--- config.mk ---
export PLATFORM = sky130hd
export DESIGN_NAME = alcivc_level_ctrl
export DESIGN_NICKNAME = d
export VERILOG_FILES = /design/src/alcivc_pkg.sv /design/src/alcivc_zero_cross.sv /design/src/alcivc_level_ctrl.sv
export VERILOG_INCLUDE_DIRS = /design/src /design/src/src
export SDC_FILE = /design/constraint.sdc
export NUM_CORES = 1
export LEC_CHECK = 0
export ABC_AREA = 0
export ABC_CLOCK_PERIOD_IN_PS = 7400
export BUFFER_PORTS_ARGS = -buffer_cell sky130_fd_sc_hd__buf_4
export CAP_MARGIN = 5
export CORE_MARGIN = 1.5
export CORE_UTILIZATION = 30
export CTS_CLUSTER_DIAMETER = 200
export CTS_CLUSTER_SIZE = 30
export DETAILED_ROUTE_END_ITERATION = 10
export PLACE_DENSITY_LB_ADDON = 0.05
export SKIP_CTS_REPAIR_TIMING = 1
export SYNTH_ARGS = -nofsm -noshare
export SYNTH_HDL_FRONTEND = slang
export SYNTH_SLANG_ARGS = --single-unit
--- constraint.sdc ---
create_clock -name sys_clk -period 7.4 [get_ports sys_clk]
set_input_delay 1.11 -clock sys_clk [delete_from_list [all_inputs] [get_ports sys_clk]]
set_output_delay 1.11 -clock sys_clk [all_outputs]
set_load 0.1 [all_outputs]
--- src/alcivc_defs.svh ---
// Register offsets, gain codes, level thresholds and sample-period counts
`ifndef ALCIVC_DEFS_SVH
`define ALCIVC_DEFS_SVH

// Register offsets on the control write port
`define ALCIVC_LEFT_GAIN_ADDR 8'h09
`define ALCIVC_RIGHT_GAIN_ADDR 8'h0c

// Gain codes: 0.375 dB per code, mute at the bottom
`define ALCIVC_GAIN_RESET 8'he1
`define ALCIVC_GAIN_MAX 8'hf1
`define ALCIVC_GAIN_MIN 8'h01
`define ALCIVC_GAIN_MUTE 8'h00

// Shortest wait and timeout period, in sample periods
`define ALCIVC_BASE_PERIOD 15'h0080
`define ALCIVC_ZC_BASE_PERIOD 11'h080

// ADC initialisation cycle after power-up, in sample periods
`define ALCIVC_ADC_INIT_FS 10'h040

// Limiter detection levels as 16-bit sample magnitudes
`define ALCIVC_LEVEL_M2P5 16'h5ffd
`define ALCIVC_LEVEL_M4P1 16'h4fd6
`define ALCIVC_LEVEL_M6P0 16'h4027
`define ALCIVC_LEVEL_M8P5 16'h301b
`define ALCIVC_LEVEL_M12 16'h2027

`endif

--- src/alcivc_pkg.sv ---
// Types shared by the level-control and input volume block
package alcivc_pkg;
	typedef enum logic [1:0] {ST_DOWN, ST_INIT, ST_MANUAL, ST_AUTO} alcivc_state_e;
	typedef logic [7:0] alcivc_gain_t;
	typedef logic [15:0] alcivc_sample_t;
endpackage

--- src/alcivc_zero_cross.sv ---
// Per-channel zero-crossing detector with shared zero-crossing timeout counter
`timescale 1ns/10ps
`include "alcivc_defs.svh"
module alcivc_zero_cross (
	// Clock and reset
	input wire logic sys_clk,
	input wire logic arst_n,
	// Sample timing and control
	input wire logic fs_tick,
	input wire logic run,
	input wire logic restart,
	input wire logic [1:0] timeout_sel,
	// Channel sign bits
	input wire logic left_sign,
	input wire logic right_sign,
	// Events, valid on an fs tick
	output logic left_cross,
	output logic right_cross,
	output logic timeout
);
	logic [9:0] cnt;
	logic [9:0] next_cnt;
	logic prev_left;
	logic prev_right;
	logic next_prev_left;
	logic next_prev_right;
	logic [9:0] last;

	// Timeout counter and sign history; a restart drops any pending event
	always_comb begin
		last = 10'((`ALCIVC_ZC_BASE_PERIOD << timeout_sel) - 11'h001);
		next_cnt = cnt;
		next_prev_left = prev_left;
		next_prev_right = prev_right;
		left_cross = 1'b0;
		right_cross = 1'b0;
		timeout = 1'b0;
		if (!run || restart) begin
			next_cnt = 10'h000;
		end else if (fs_tick) begin
			left_cross = (left_sign != prev_left);
			right_cross = (right_sign != prev_right);
			timeout = (cnt == last);
			next_cnt = timeout ? 10'h000 : cnt + 10'h001;
		end
		if (fs_tick) begin
			next_prev_left = left_sign;
			next_prev_right = right_sign;
		end
	end

	// Register the counter and sign history
	always_ff @(posedge sys_clk or negedge arst_n) begin
		if (!arst_n) begin
			cnt <= 10'h000;
			prev_left <= 1'b0;
			prev_right <= 1'b0;
		end else begin
			cnt <= next_cnt;
			prev_left <= next_prev_left;
			prev_right <= next_prev_right;
		end
	end
endmodule // alcivc_zero_cross

--- src/alcivc_level_ctrl.sv ---
// Automatic level control and manual input volume for the recording path
`timescale 1ns/10ps
`include "alcivc_defs.svh"
// Function
// - Limiter hit on either channel lowers common gain by 1, 2, 4 or 8 steps; by 1 step each sample with zero cross disabled.
// - Recovery raises common gain by recovery step, at zero cross, capped at maximum.
// - Level between reset level and threshold clears the recovery wait timer.
// - Level below the reset level lets the recovery wait timer run.
// - After impulse noise recovery runs 4, 8 or 16 times faster; code 11 invalid.
// - Wait field selects 128 sample periods doubled per code, up to 16384.
// - Recovery gain field selects 1 to 4 steps of 0.375 dB.
// - Level control disabled means manual mode with programmed per-channel gains.
// - Manual gain changes apply at a zero crossing or on timeout.
// - Gains written while powered down apply after the ADC initialisation cycle.
// - Gain code F1 is +36 dB, 0.375 dB steps, 01 is -54, 00 mutes.
// - A changed gain write in manual mode restarts the zero-crossing counter.
// - A gain write equal to the previous one is ignored entirely.
// - On enable the left gain becomes the common start value.
// - Gain writes in level control do not apply until it is disabled.
module alcivc_level_ctrl (
	// Clock and reset
	input wire logic sys_clk,
	input wire logic arst_n,
	// Sample stream after the gain stage
	input wire logic fs_tick,
	input wire alcivc_pkg::alcivc_sample_t left_sample,
	input wire alcivc_pkg::alcivc_sample_t right_sample,
	// ADC power
	input wire logic left_adc_power,
	input wire logic right_adc_power,
	// Level-control configuration fields
	input wire logic auto_level_enable,
	input wire logic [1:0] limiter_threshold_sel,
	input wire logic [1:0] limiter_atten_step,
	input wire logic [2:0] recovery_wait_sel,
	input wire logic [1:0] zero_cross_timeout_sel,
	input wire logic [1:0] recovery_gain_step,
	input wire alcivc_pkg::alcivc_gain_t recovery_max_gain,
	input wire logic limiter_zero_cross_disable,
	input wire logic [1:0] fast_recovery_speed,
	// Register write and read port
	input wire logic reg_wr,
	input wire logic [7:0] reg_addr,
	input wire logic [7:0] reg_wdata,
	output logic [7:0] reg_rdata,
	// Applied gains and status
	output alcivc_pkg::alcivc_gain_t left_gain_applied,
	output alcivc_pkg::alcivc_gain_t right_gain_applied,
	output logic auto_active,
	output logic fast_recovery_active
);
	import alcivc_pkg::*;

	alcivc_state_e state, next_state;
	alcivc_gain_t left_input_gain, next_left_input_gain;
	alcivc_gain_t right_input_gain, next_right_input_gain;
	alcivc_gain_t tgt_l, next_tgt_l, tgt_r, next_tgt_r;
	alcivc_gain_t next_gl, next_gr;
	logic [14:0] wait_cnt, next_wait_cnt, wait_len;
	logic [9:0] init_cnt, next_init_cnt;
	logic fast, next_fast, hit, next_hit, next_auto_active;
	logic [7:0] next_rdata;
	logic adc_on, left_changed, right_changed, zc_restart, settled, running;
	logic cross_l, cross_r, zc_timeout;
	logic [15:0] peak;

	// Magnitude of a two's complement sample
	function automatic logic [15:0] mag(input logic [15:0] s);
		mag = s[15] ? (~s + 16'h0001) : s;
	endfunction

	// Limiter detection level and recovery-timer reset level per threshold code
	function automatic logic [15:0] level(input logic [1:0] sel, input logic lower);
		logic [2:0] idx;
		idx = {1'b0, sel} + {2'b00, lower};
		unique case (idx)
			3'h0: level = `ALCIVC_LEVEL_M2P5;
			3'h1: level = `ALCIVC_LEVEL_M4P1;
			3'h2: level = `ALCIVC_LEVEL_M6P0;
			3'h3: level = `ALCIVC_LEVEL_M8P5;
			default: level = `ALCIVC_LEVEL_M12;
		endcase
	endfunction

	// Limit to the top code; codes above it have no defined gain
	function automatic alcivc_gain_t clamp(input alcivc_gain_t g);
		clamp = (g > `ALCIVC_GAIN_MAX) ? `ALCIVC_GAIN_MAX : g;
	endfunction

	// Attenuate but never fall from an audible code into mute
	function automatic alcivc_gain_t atten(input alcivc_gain_t g, input logic [3:0] s);
		if (g == `ALCIVC_GAIN_MUTE)
			atten = `ALCIVC_GAIN_MUTE;
		else if (g > {4'h0, s})
			atten = g - {4'h0, s};
		else
			atten = `ALCIVC_GAIN_MIN;
	endfunction

	// Recover upward, stopping at the programmed maximum
	function automatic alcivc_gain_t recover(input alcivc_gain_t g, input alcivc_gain_t cap,
			input logic [1:0] s);
		logic [8:0] sum;
		sum = {1'b0, g} + {7'h00, s} + 9'h001;
		if (g >= clamp(cap))
			recover = g;
		else if (sum > {1'b0, clamp(cap)})
			recover = clamp(cap);
		else
			recover = sum[7:0];
	endfunction

	alcivc_zero_cross u_zero_cross (
		.sys_clk(sys_clk),
		.arst_n(arst_n),
		.fs_tick(fs_tick),
		.run(running),
		.restart(zc_restart),
		.timeout_sel(zero_cross_timeout_sel),
		.left_sign(left_sample[15]),
		.right_sign(right_sample[15]),
		.left_cross(cross_l),
		.right_cross(cross_r),
		.timeout(zc_timeout)
	);

	// Shared decode; fast recovery shortens the wait, invalid code 11 acts as 4x
	always_comb begin
		adc_on = left_adc_power | right_adc_power;
		running = (state == ST_MANUAL) || (state == ST_AUTO);
		peak = (mag(left_sample) > mag(right_sample)) ? mag(left_sample) : mag(right_sample);
		settled = (left_gain_applied == tgt_l) && (right_gain_applied == tgt_r);
		wait_len = `ALCIVC_BASE_PERIOD << recovery_wait_sel;
		if (fast) begin
			unique case (fast_recovery_speed)
				2'b01: wait_len = wait_len >> 3;
				2'b10: wait_len = wait_len >> 4;
				default: wait_len = wait_len >> 2;
			endcase
		end
	end

	// Next-state logic for registers, targets, gains and timers
	always_comb begin
		next_state = state;
		next_tgt_l = tgt_l;
		next_tgt_r = tgt_r;
		next_gl = left_gain_applied;
		next_gr = right_gain_applied;
		next_wait_cnt = wait_cnt;
		next_init_cnt = init_cnt;
		next_fast = fast;
		next_hit = hit;
		zc_restart = 1'b0;
		// Same-value writes change nothing, not even the crossing counter
		left_changed = reg_wr && (reg_addr == `ALCIVC_LEFT_GAIN_ADDR) &&
			(reg_wdata != left_input_gain);
		right_changed = reg_wr && (reg_addr == `ALCIVC_RIGHT_GAIN_ADDR) &&
			(reg_wdata != right_input_gain);
		next_left_input_gain = left_changed ? reg_wdata : left_input_gain;
		next_right_input_gain = right_changed ? reg_wdata : right_input_gain;
		if (reg_addr == `ALCIVC_LEFT_GAIN_ADDR)
			next_rdata = left_input_gain;
		else if (reg_addr == `ALCIVC_RIGHT_GAIN_ADDR)
			next_rdata = right_input_gain;
		else
			next_rdata = 8'h00;
		// Each channel takes its target at its own crossing or on timeout
		if (running) begin
			if (cross_l || zc_timeout)
				next_gl = tgt_l;
			if (cross_r || zc_timeout)
				next_gr = tgt_r;
		end
		unique case (state)
			ST_DOWN: begin
				next_init_cnt = 10'h000;
				if (adc_on)
					next_state = ST_INIT;
			end
			ST_INIT: begin
				if (fs_tick && (init_cnt == `ALCIVC_ADC_INIT_FS - 10'h001)) begin
					// Powered-down writes take effect here, without waiting for a crossing
					next_tgt_l = clamp(left_input_gain);
					next_tgt_r = auto_level_enable ? clamp(left_input_gain) :
						clamp(right_input_gain);
					next_gl = next_tgt_l;
					next_gr = next_tgt_r;
					next_wait_cnt = 15'h0000;
					next_state = auto_level_enable ? ST_AUTO : ST_MANUAL;
				end else if (fs_tick) begin
					next_init_cnt = init_cnt + 10'h001;
				end
			end
			ST_MANUAL: begin
				next_tgt_l = clamp(next_left_input_gain);
				next_tgt_r = clamp(next_right_input_gain);
				if (left_changed || right_changed)
					zc_restart = 1'b1;
				if (auto_level_enable) begin
					next_state = ST_AUTO;
					next_tgt_l = clamp(left_input_gain);
					next_tgt_r = clamp(left_input_gain);
					next_wait_cnt = 15'h0000;
					next_fast = 1'b0;
					next_hit = 1'b0;
					zc_restart = 1'b1;
				end
			end
			ST_AUTO: begin
				if (!auto_level_enable) begin
					// Writes held back during level control now take over
					next_state = ST_MANUAL;
					next_tgt_l = clamp(left_input_gain);
					next_tgt_r = clamp(right_input_gain);
					next_fast = 1'b0;
					zc_restart = 1'b1;
				end else if (fs_tick) begin
					next_hit = 1'b0;
					if (peak >= level(limiter_threshold_sel, 1'b0)) begin
						next_wait_cnt = 15'h0000;
						next_hit = 1'b1;
						next_fast = 1'b0;
						if (limiter_zero_cross_disable) begin
							// One step each sample, applied at once
							next_tgt_l = atten(tgt_l, 4'h1);
							next_tgt_r = next_tgt_l;
							next_gl = next_tgt_l;
							next_gr = next_tgt_l;
						end else if (settled) begin
							// Wait for the last step to land so steps do not pile up
							next_tgt_l = atten(tgt_l, 4'h1 << limiter_atten_step);
							next_tgt_r = next_tgt_l;
							zc_restart = 1'b1;
						end
					end else if (peak >= level(limiter_threshold_sel, 1'b1)) begin
						next_wait_cnt = 15'h0000;
					end else begin
						// A limiter hit gone within one sample is taken as impulse noise
						if (hit)
							next_fast = 1'b1;
						if (wait_cnt < wait_len - 15'h0001) begin
							next_wait_cnt = wait_cnt + 15'h0001;
						end else if (settled) begin
							next_wait_cnt = 15'h0000;
							next_tgt_l = recover(tgt_l, recovery_max_gain,
								recovery_gain_step);
							next_tgt_r = next_tgt_l;
							zc_restart = 1'b1;
							if (next_tgt_l >= clamp(recovery_max_gain))
								next_fast = 1'b0;
						end
					end
				end
			end
		endcase
		if (!adc_on) begin
			next_state = ST_DOWN;
			next_wait_cnt = 15'h0000;
			next_init_cnt = 10'h000;
			next_fast = 1'b0;
			next_hit = 1'b0;
		end
		next_auto_active = (next_state == ST_AUTO);
	end

	// Register all state; outputs come straight from these flops
	always_ff @(posedge sys_clk or negedge arst_n) begin
		if (!arst_n) begin
			state <= ST_DOWN;
			left_input_gain <= `ALCIVC_GAIN_RESET;
			right_input_gain <= `ALCIVC_GAIN_RESET;
			tgt_l <= `ALCIVC_GAIN_RESET;
			tgt_r <= `ALCIVC_GAIN_RESET;
			left_gain_applied <= `ALCIVC_GAIN_RESET;
			right_gain_applied <= `ALCIVC_GAIN_RESET;
			wait_cnt <= 15'h0000;
			init_cnt <= 10'h000;
			fast <= 1'b0;
			hit <= 1'b0;
			auto_active <= 1'b0;
			fast_recovery_active <= 1'b0;
			reg_rdata <= 8'h00;
		end else begin
			state <= next_state;
			left_input_gain <= next_left_input_gain;
			right_input_gain <= next_right_input_gain;
			tgt_l <= next_tgt_l;
			tgt_r <= next_tgt_r;
			left_gain_applied <= next_gl;
			right_gain_applied <= next_gr;
			wait_cnt <= next_wait_cnt;
			init_cnt <= next_init_cnt;
			fast <= next_fast;
			hit <= next_hit;
			auto_active <= next_auto_active;
			fast_recovery_active <= next_fast;
			reg_rdata <= next_rdata;
		end
	end

	logic live;
	assign live = adc_on && auto_level_enable && (state == ST_AUTO) && fs_tick;
endmodule // alcivc_level_ctrl

# Word-level counts from Yosys, hierarchy flattened
# Cells that the tools add are included.
# word_totals
reg_bits,98
latch_bits,0
mem_bits_rw,0
mem_bits_ro,0
input_bits,77
output_inout_bits,26
word_cells,234
memories,0
# op_classes
n_addsub,12
n_mul,0
div_mod_pow,0
n_lt_le_gt_ge,14
eq_ne,40
shift,3
muxes,123
n_bitwise,3
n_reduce_logical,23
# op_table
operator,n
8-bit 2-to-1 mux,50
16-bit 2-to-1 mux,10
15-bit 2-to-1 mux,10
15-bit one-hot mux with 4 select lines,2
10-bit 2-to-1 mux,6
8-bit one-hot mux with 3 select lines,2
15-bit one-hot mux with 3 select lines,1
8-bit > comparator (second input constant),5
16-bit by 1-bit adder with 16-bit output (second input constant),2
16-bit greater-or-equal comparator,2
16-bit inverter,2
8-bit one-hot mux with 2 select lines,2
1-bit 2-to-1 mux,30
13-bit one-hot mux with 2 select lines,1
3-bit inequality test (second input constant),7
10-bit by 1-bit adder with 10-bit output (second input constant),2
4-bit inequality test (second input constant),5
10-bit one-hot mux with 2 select lines,1
8-bit by 4-bit == test with 1-bit output (second input constant),2
8-bit == test,2
8-bit greater-or-equal comparator,2
16-bit > comparator,1
8-bit inequality test,2
15-bit by 1-bit adder with 15-bit output (second input constant),1
other kinds (42),68

# Logic depth before layout (Yosys ltp)
# logic_depth
ltp_word,26
depth_mapped,29

# Hierarchy
# A second synthesis with hierarchy kept.
# hier_totals
hier_cells,1252
area_unflattened_um2,10327.4
# modules_own_cells
module,instances,cells_per_inst,area_each_um2,seq_area_each_um2
alcivc_level_ctrl,1,1182,9566.7,2182.1
alcivc_zero_cross,1,70,760.7,300.3

# Least setup slack after synthesis
# Ideal clock, no wire load.
# synth_path
path_type,input to register
start,input port left_sample[5]
end,register right_gain_applied[4]
setup_ns,0.140
t_arrival_ns,6.792
required_ns,7.260
path_slack_ns,0.468
stages,23
path_buffers,1
cell_sequence,or3_1 -> or3_1 -> o41ai_1 -> o21ai_0 -> xor2_1 -> ha_1 -> nand4_1 -> or3_4 -> or3_4 -> nand2_1 -> clkbuf_1 -> nor2_1 -> a21oi_1 -> ha_1 -> o21a_1 -> o21ai_0 -> nor2_1 -> a211o_1 -> a211o_1 -> o221a_1 -> or4_1 -> o31ai_1 -> o32ai_2
# synth_between
elab_chain_len,21
# synth_lines
element,line,text
"start, declared",alcivc_level_ctrl.sv:26,"input wire alcivc_pkg::alcivc_sample_t left_sample,"
16-bit inverter,alcivc_level_ctrl.sv:69,mag = s[15] ? (~s + 16'h0001) : s;
16-bit by 1-bit adder with 16-bit output,alcivc_level_ctrl.sv:69,
16-bit 2-to-1 mux *,alcivc_level_ctrl.sv:69,
16-bit > comparator,alcivc_level_ctrl.sv:131,peak = (mag(left_sample) > mag(right_sample)) ? mag(left_sample) : mag(right_sample);
16-bit 2-to-1 mux *,alcivc_level_ctrl.sv:131,
16-bit greater-or-equal comparator,alcivc_level_ctrl.sv:236,"end else if (peak >= level(limiter_threshold_sel, 1'b1)) begin"
1-bit 2-to-1 mux,alcivc_level_ctrl.sv:236,
1-bit 2-to-1 mux,alcivc_level_ctrl.sv:220,"if (peak >= level(limiter_threshold_sel, 1'b0)) begin"
[... 6 more ...],n/a,
8-bit 2-to-1 mux,alcivc_level_ctrl.sv:172,if (cross_r || zc_timeout)
8-bit 2-to-1 mux,alcivc_level_ctrl.sv:169,if (running) begin
8-bit 2-to-1 mux,alcivc_level_ctrl.sv:224,if (limiter_zero_cross_disable) begin
8-bit 2-to-1 mux,alcivc_level_ctrl.sv:220,
8-bit 2-to-1 mux,alcivc_level_ctrl.sv:218,end else if (fs_tick) begin
8-bit 2-to-1 mux,alcivc_level_ctrl.sv:211,if (!auto_level_enable) begin
8-bit one-hot mux with 2 select lines *,alcivc_level_ctrl.sv:175,unique case (state)
named net next_gr[4],alcivc_level_ctrl.sv:58,"alcivc_gain_t next_gl, next_gr;"
"end signal, assigned",alcivc_level_ctrl.sv:276,right_gain_applied <= `ALCIVC_GAIN_RESET;
"end signal, assigned",alcivc_level_ctrl.sv:291,right_gain_applied <= next_gr;
"end, declared",alcivc_level_ctrl.sv:48,"output alcivc_pkg::alcivc_gain_t right_gain_applied,"
# Mark *: on every way through the listed nets, which the timed path passes. The rest lies on a longest branch.
# A chain may end at the register's enable or synchronous reset.

# Worst setup path in the final report
# Same ends and word-level chain as after synthesis.

==> run summary <==
=======================================================================================
Worst setup path category                                                        in2reg
H-tree depth                                                                          3
Fin Setup TNS                                                                      0 ns
Antenna diode count                                                                   0
Cell Int Power                                                                  1.02 mW
Number of standard cells in the layout, taps in and fillers out                    1809
Clock power share                                                                 29.9%
Final routed wire length divided by cell count                                  18.7 um
Clock slew at the register clock pins of the worst setup and hold paths         0.08 ns
CTS tree                                                                          built
Hpwl dp                                                                        26300 um
Num CTS Buffers                                                                       9
Sequential fraction of design power                                               35.1%
Overall die area                                                            0.0355 mm^2
Distinct cell type count of the synthesized netlist                                  95
Portion of synthesized cell area occupied by the leading cell type                17.9%
Total buffers and inverters traversed by the critical path                            3
Cell area after placement                                                   0.0116 mm^2
Net count of the finished layout                                                   1541
Static power due to leakage                                                     5.32 nW
VDD IR-drop max                                                                0.116 mV
P_sw                                                                             630 uW
Setup Slack @ Placement                                                       0.0616 ns
Hold/Removal Path Class                                                         reg2reg
Library cell with the largest summed area after synthesis                  sky130_fd_sc_hd__dfrtp_1
Xor-xnor portion of the synthesized cell area                                     7.72%
Run status                                                                 finished, final reports clean
Final critical-path share of the clock period                                     93.5%
Switching fraction of total power                                                 38.1%
Share of cell area taken by muxes after synthesis                                 3.54%
Synthesized area per cell                                                     8.09 um^2
Global-route wire length before repair                                         54500 um
Crit path time final                                                            6.92 ns
Remaining global-route overflow                                                       0
Count of warnings emitted by yosys                                                    0
Routability congestion estimate                                                   0.862
Number of violations reported at the end of detailed-routing iteration 0            656
Final setup violation count                                                           0
Count of clock tree sinks                                                            98
Die Y                                                                            188 um
Total wire length                                                              33800 um
Placeable core area                                                         0.0337 mm^2
Logic gate share of total power                                                   35.0%
Actual slew at the worst max-slew pin                                           1.07 ns
Die X-Extent                                                                     188 um
Area of the mapped netlist                                                  0.0103 mm^2
RSZ-0062 raised after global routing                                              false
Clock latency on the worst-skew pair                                            0.37 ns
Setup crit start kind                                                        input port
Slowest cell on the critical path                                          sky130_fd_sc_hd__or4_1
Final Max Tran Viols                                                                  0
# rows                                                                               67
Synth async-reset ratio                                                            100%
Main combinational cell family by area after synthesis                     compound AO/OA/AOI/OAI gates
Area of all placed cells without fillers                                    0.0119 mm^2
Worst slew slack as a fraction of its limit                                       28.4%
Root Driver                                                                sky130_fd_sc_hd__clkbuf_16
Fraction of final layout cells with drive strength greater than 1                 16.8%
Router iterations before antenna repair                                               5
Peak fanout along the critical path                                                  13
Largest delay share family, worst path                                     compound AO/OA/AOI/OAI gates
Nets in the synthesized netlist                                                    1460
Area overhead of the layout relative to synthesis                                 15.5%
Post-synthesis simple-gate area fraction                                          22.4%
Required time reported for the critical path endpoint                           7.64 ns
Overall track demand over capacity in global routing                              19.3%
Placed Cells incl. Taps                                                            1793
Effective utilization at floorplan                                                30.6%
Leading cell type by number of instances after synthesis                   sky130_fd_sc_hd__nor2_1
Largest net degree at the start of global routing                                    56
PnR worst setup slack                                                          0.483 ns
Count of pins on the block boundary                                                 103
Number of synthesized flops with an enable pin                                        0
Post-Route Skew                                                               0.0212 ns
Peak per-stage delay on the critical path                                       0.48 ns
Dominant register cell in the synthesized netlist                          sky130_fd_sc_hd__dfrtp_1
Initial antenna violation count                                                       1
Number of storage elements in the synthesis netlist                                  98
Remaining design rule violation count                                                 0
Adder-cell share of the synthesized area                                          13.2%
Input/output buffers                                                                102
Power per standard cell area                                                138 mW/mm^2
Highest clock frequency the design can meet                                   0.145 GHz
Gate count after technology mapping                                                1275
Arrival time at the worst endpoint                                              7.16 ns
Worst-case clock buffer depth                                                         2
Synthesized-area fraction occupied by ao, oa, aoi and oai cells                   24.9%
Hold Vio Cnt, Final                                                                   0
Residual antenna-violating net count after detailed routing                           0
Total design power                                                              1.65 mW
Via count of the first global-routing pass                                         9574
Top cells by count, synth                                                  130 x sky130_fd_sc_hd__nor2_1, 114 x sky130_fd_sc_hd__nand2_1, 106 x sky130_fd_sc_hd__ha_1
Vias after detailed routing                                                        9696
Worst Setup End Kind                                                           register
Leading post-synthesis cells by cell area                                  sky130_fd_sc_hd__dfrtp_1 18%, sky130_fd_sc_hd__ha_1 13%, sky130_fd_sc_hd__dfstp_2 6.1%
Share of the yosys chip area belonging to registers                               24.1%
Vias per cell                                                                      5.36
Maxcap violations                                                                     0
=======================================================================================
## cell type report
class | count | area (um^2)
sequential | 98 | 2480
multi-input combinational | 1072 | 7430
tap | 448 | 561
fill | 3637 | 21800
clock inverter | 7 | 67.6
clock buffer | 9 | 225
inverter | 44 | 165
timing repair buffer | 131 | 996
## final timing paths
path	cells past startpoint	end	slack [ns]	from
max	26	right_gain_applied[4]$_DFF_PN0_	0.48	left_sample[5]
min	1	wait_cnt[14]$_DFFE_PN0P_	0.50	wait_cnt[14]$_DFFE_PN0P_
max reg2reg	25	fast$_DFFE_PN0P_	1.35	tgt_l[0]$_DFFE_PN1P_
min reg2reg	1	wait_cnt[14]$_DFFE_PN0P_	0.50	wait_cnt[14]$_DFFE_PN0P_
max in group asynchronous	2	tgt_l[4]$_DFFE_PN0P_	5.42	arst_n
min in group asynchronous	1	wait_cnt[14]$_DFFE_PN0P_	0.76	arst_n
## power groups by stage
stage / Combinational, mW / Sequential, mW / Clock [mW]
detailed placement: 0.578 / 0.589 / 0
finish: 0.578 / 0.579 / 0.494
global placement: 0.578 / 0.589 / 0
global route: 0.654 / 0.582 / 0.536
CTS: 0.582 / 0.579 / 0.516
floorplan: 0.355 / 0.616 / 0
## placed cells by master, fill, tap and decap left out, drive strengths merged, types with 8 or more instances in the layout
| cell | count |
|---|---|
| nor2b | 20 |
| o31ai | 20 |
| dfstp | 24 |
| mux2i | 14 |
| nand4 | 26 |
| nor4 | 16 |
| a211oi | 17 |
| o21a | 18 |
| o22ai | 10 |
| dfrtp | 74 |
| mux2 | 20 |
| or3 | 13 |
| buf | 131 |
| nand2 | 116 |
| a21oi | 74 |
| inv | 48 |
| a22o | 14 |
| clkbuf | 9 |
| nor2 | 132 |
| nor3 | 24 |
| a31oi | 22 |
| nand3 | 29 |
| or4 | 8 |
| xor2 | 49 |
| and3 | 20 |
| nand2b | 29 |
| o211ai | 10 |
| o21ai | 99 |
| ha | 106 |
| a21o | 13 |
| xnor2 | 42 |
| and2 | 9 |
| o221ai | 8 |
## per-stage QoR
step / utilization, % / hold WS (ns)
6_report: 35.4 / 0.504
5_1_grt: 35.4 / 0.530
4_1_cts: 35.3 / 0.505
3_5_place_dp: 34.5 / 0.492
3_3_place_gp: 34.5 / 0.481
2_1_floorplan: - / 0.452
## logic make-up (layout without fill, tap and decap cells)
| family | Yosys count | count (layout) |
|---|---|---|
| mux | 34 | 34 |
| compound gates | 378 | 378 |
| simple gates | 461 | 461 |
| flops | 98 | 98 |
| buf+inv | 105 | 191 |
| xor+xnor | 91 | 91 |
| fa+ha+maj | 108 | 108 |
## sequential cells by signal, indices dropped and copies added (netlist names)
| name | flops |
|---|---|
| u_zero_cross.cnt | 10 |
| tgt_r | 8 |
| fast | 1 |
| reg_rdata | 8 |
| left_gain_applied | 8 |
| u_zero_cross.prev_left | 1 |
| hit | 1 |
| right_input_gain | 8 |
| left_input_gain | 8 |
| u_zero_cross.prev_right | 1 |
| wait_cnt | 15 |
| init_cnt | 10 |
| auto_active | 1 |
| state | 2 |
| right_gain_applied | 8 |
| tgt_l | 8 |
## per-layer routing
| metal | vias up | share of wire (%) | global-route usage, % | wire, um |
|---|---|---|---|---|
| li1 | 4864 | - | - | - |
| met3 | 18 | 3.7 | 2.61 | 1260 |
| met1 | 4620 | 51 | 27.9 | 17100 |
| met2 | 192 | 45 | 30.8 | 15100 |
| met4 | 2 | 0.78 | 2.96 | 263 |
| met5 | - | 0.039 | 0 | 13 |
No activity file was read; power rests on OpenSTA's default activity.
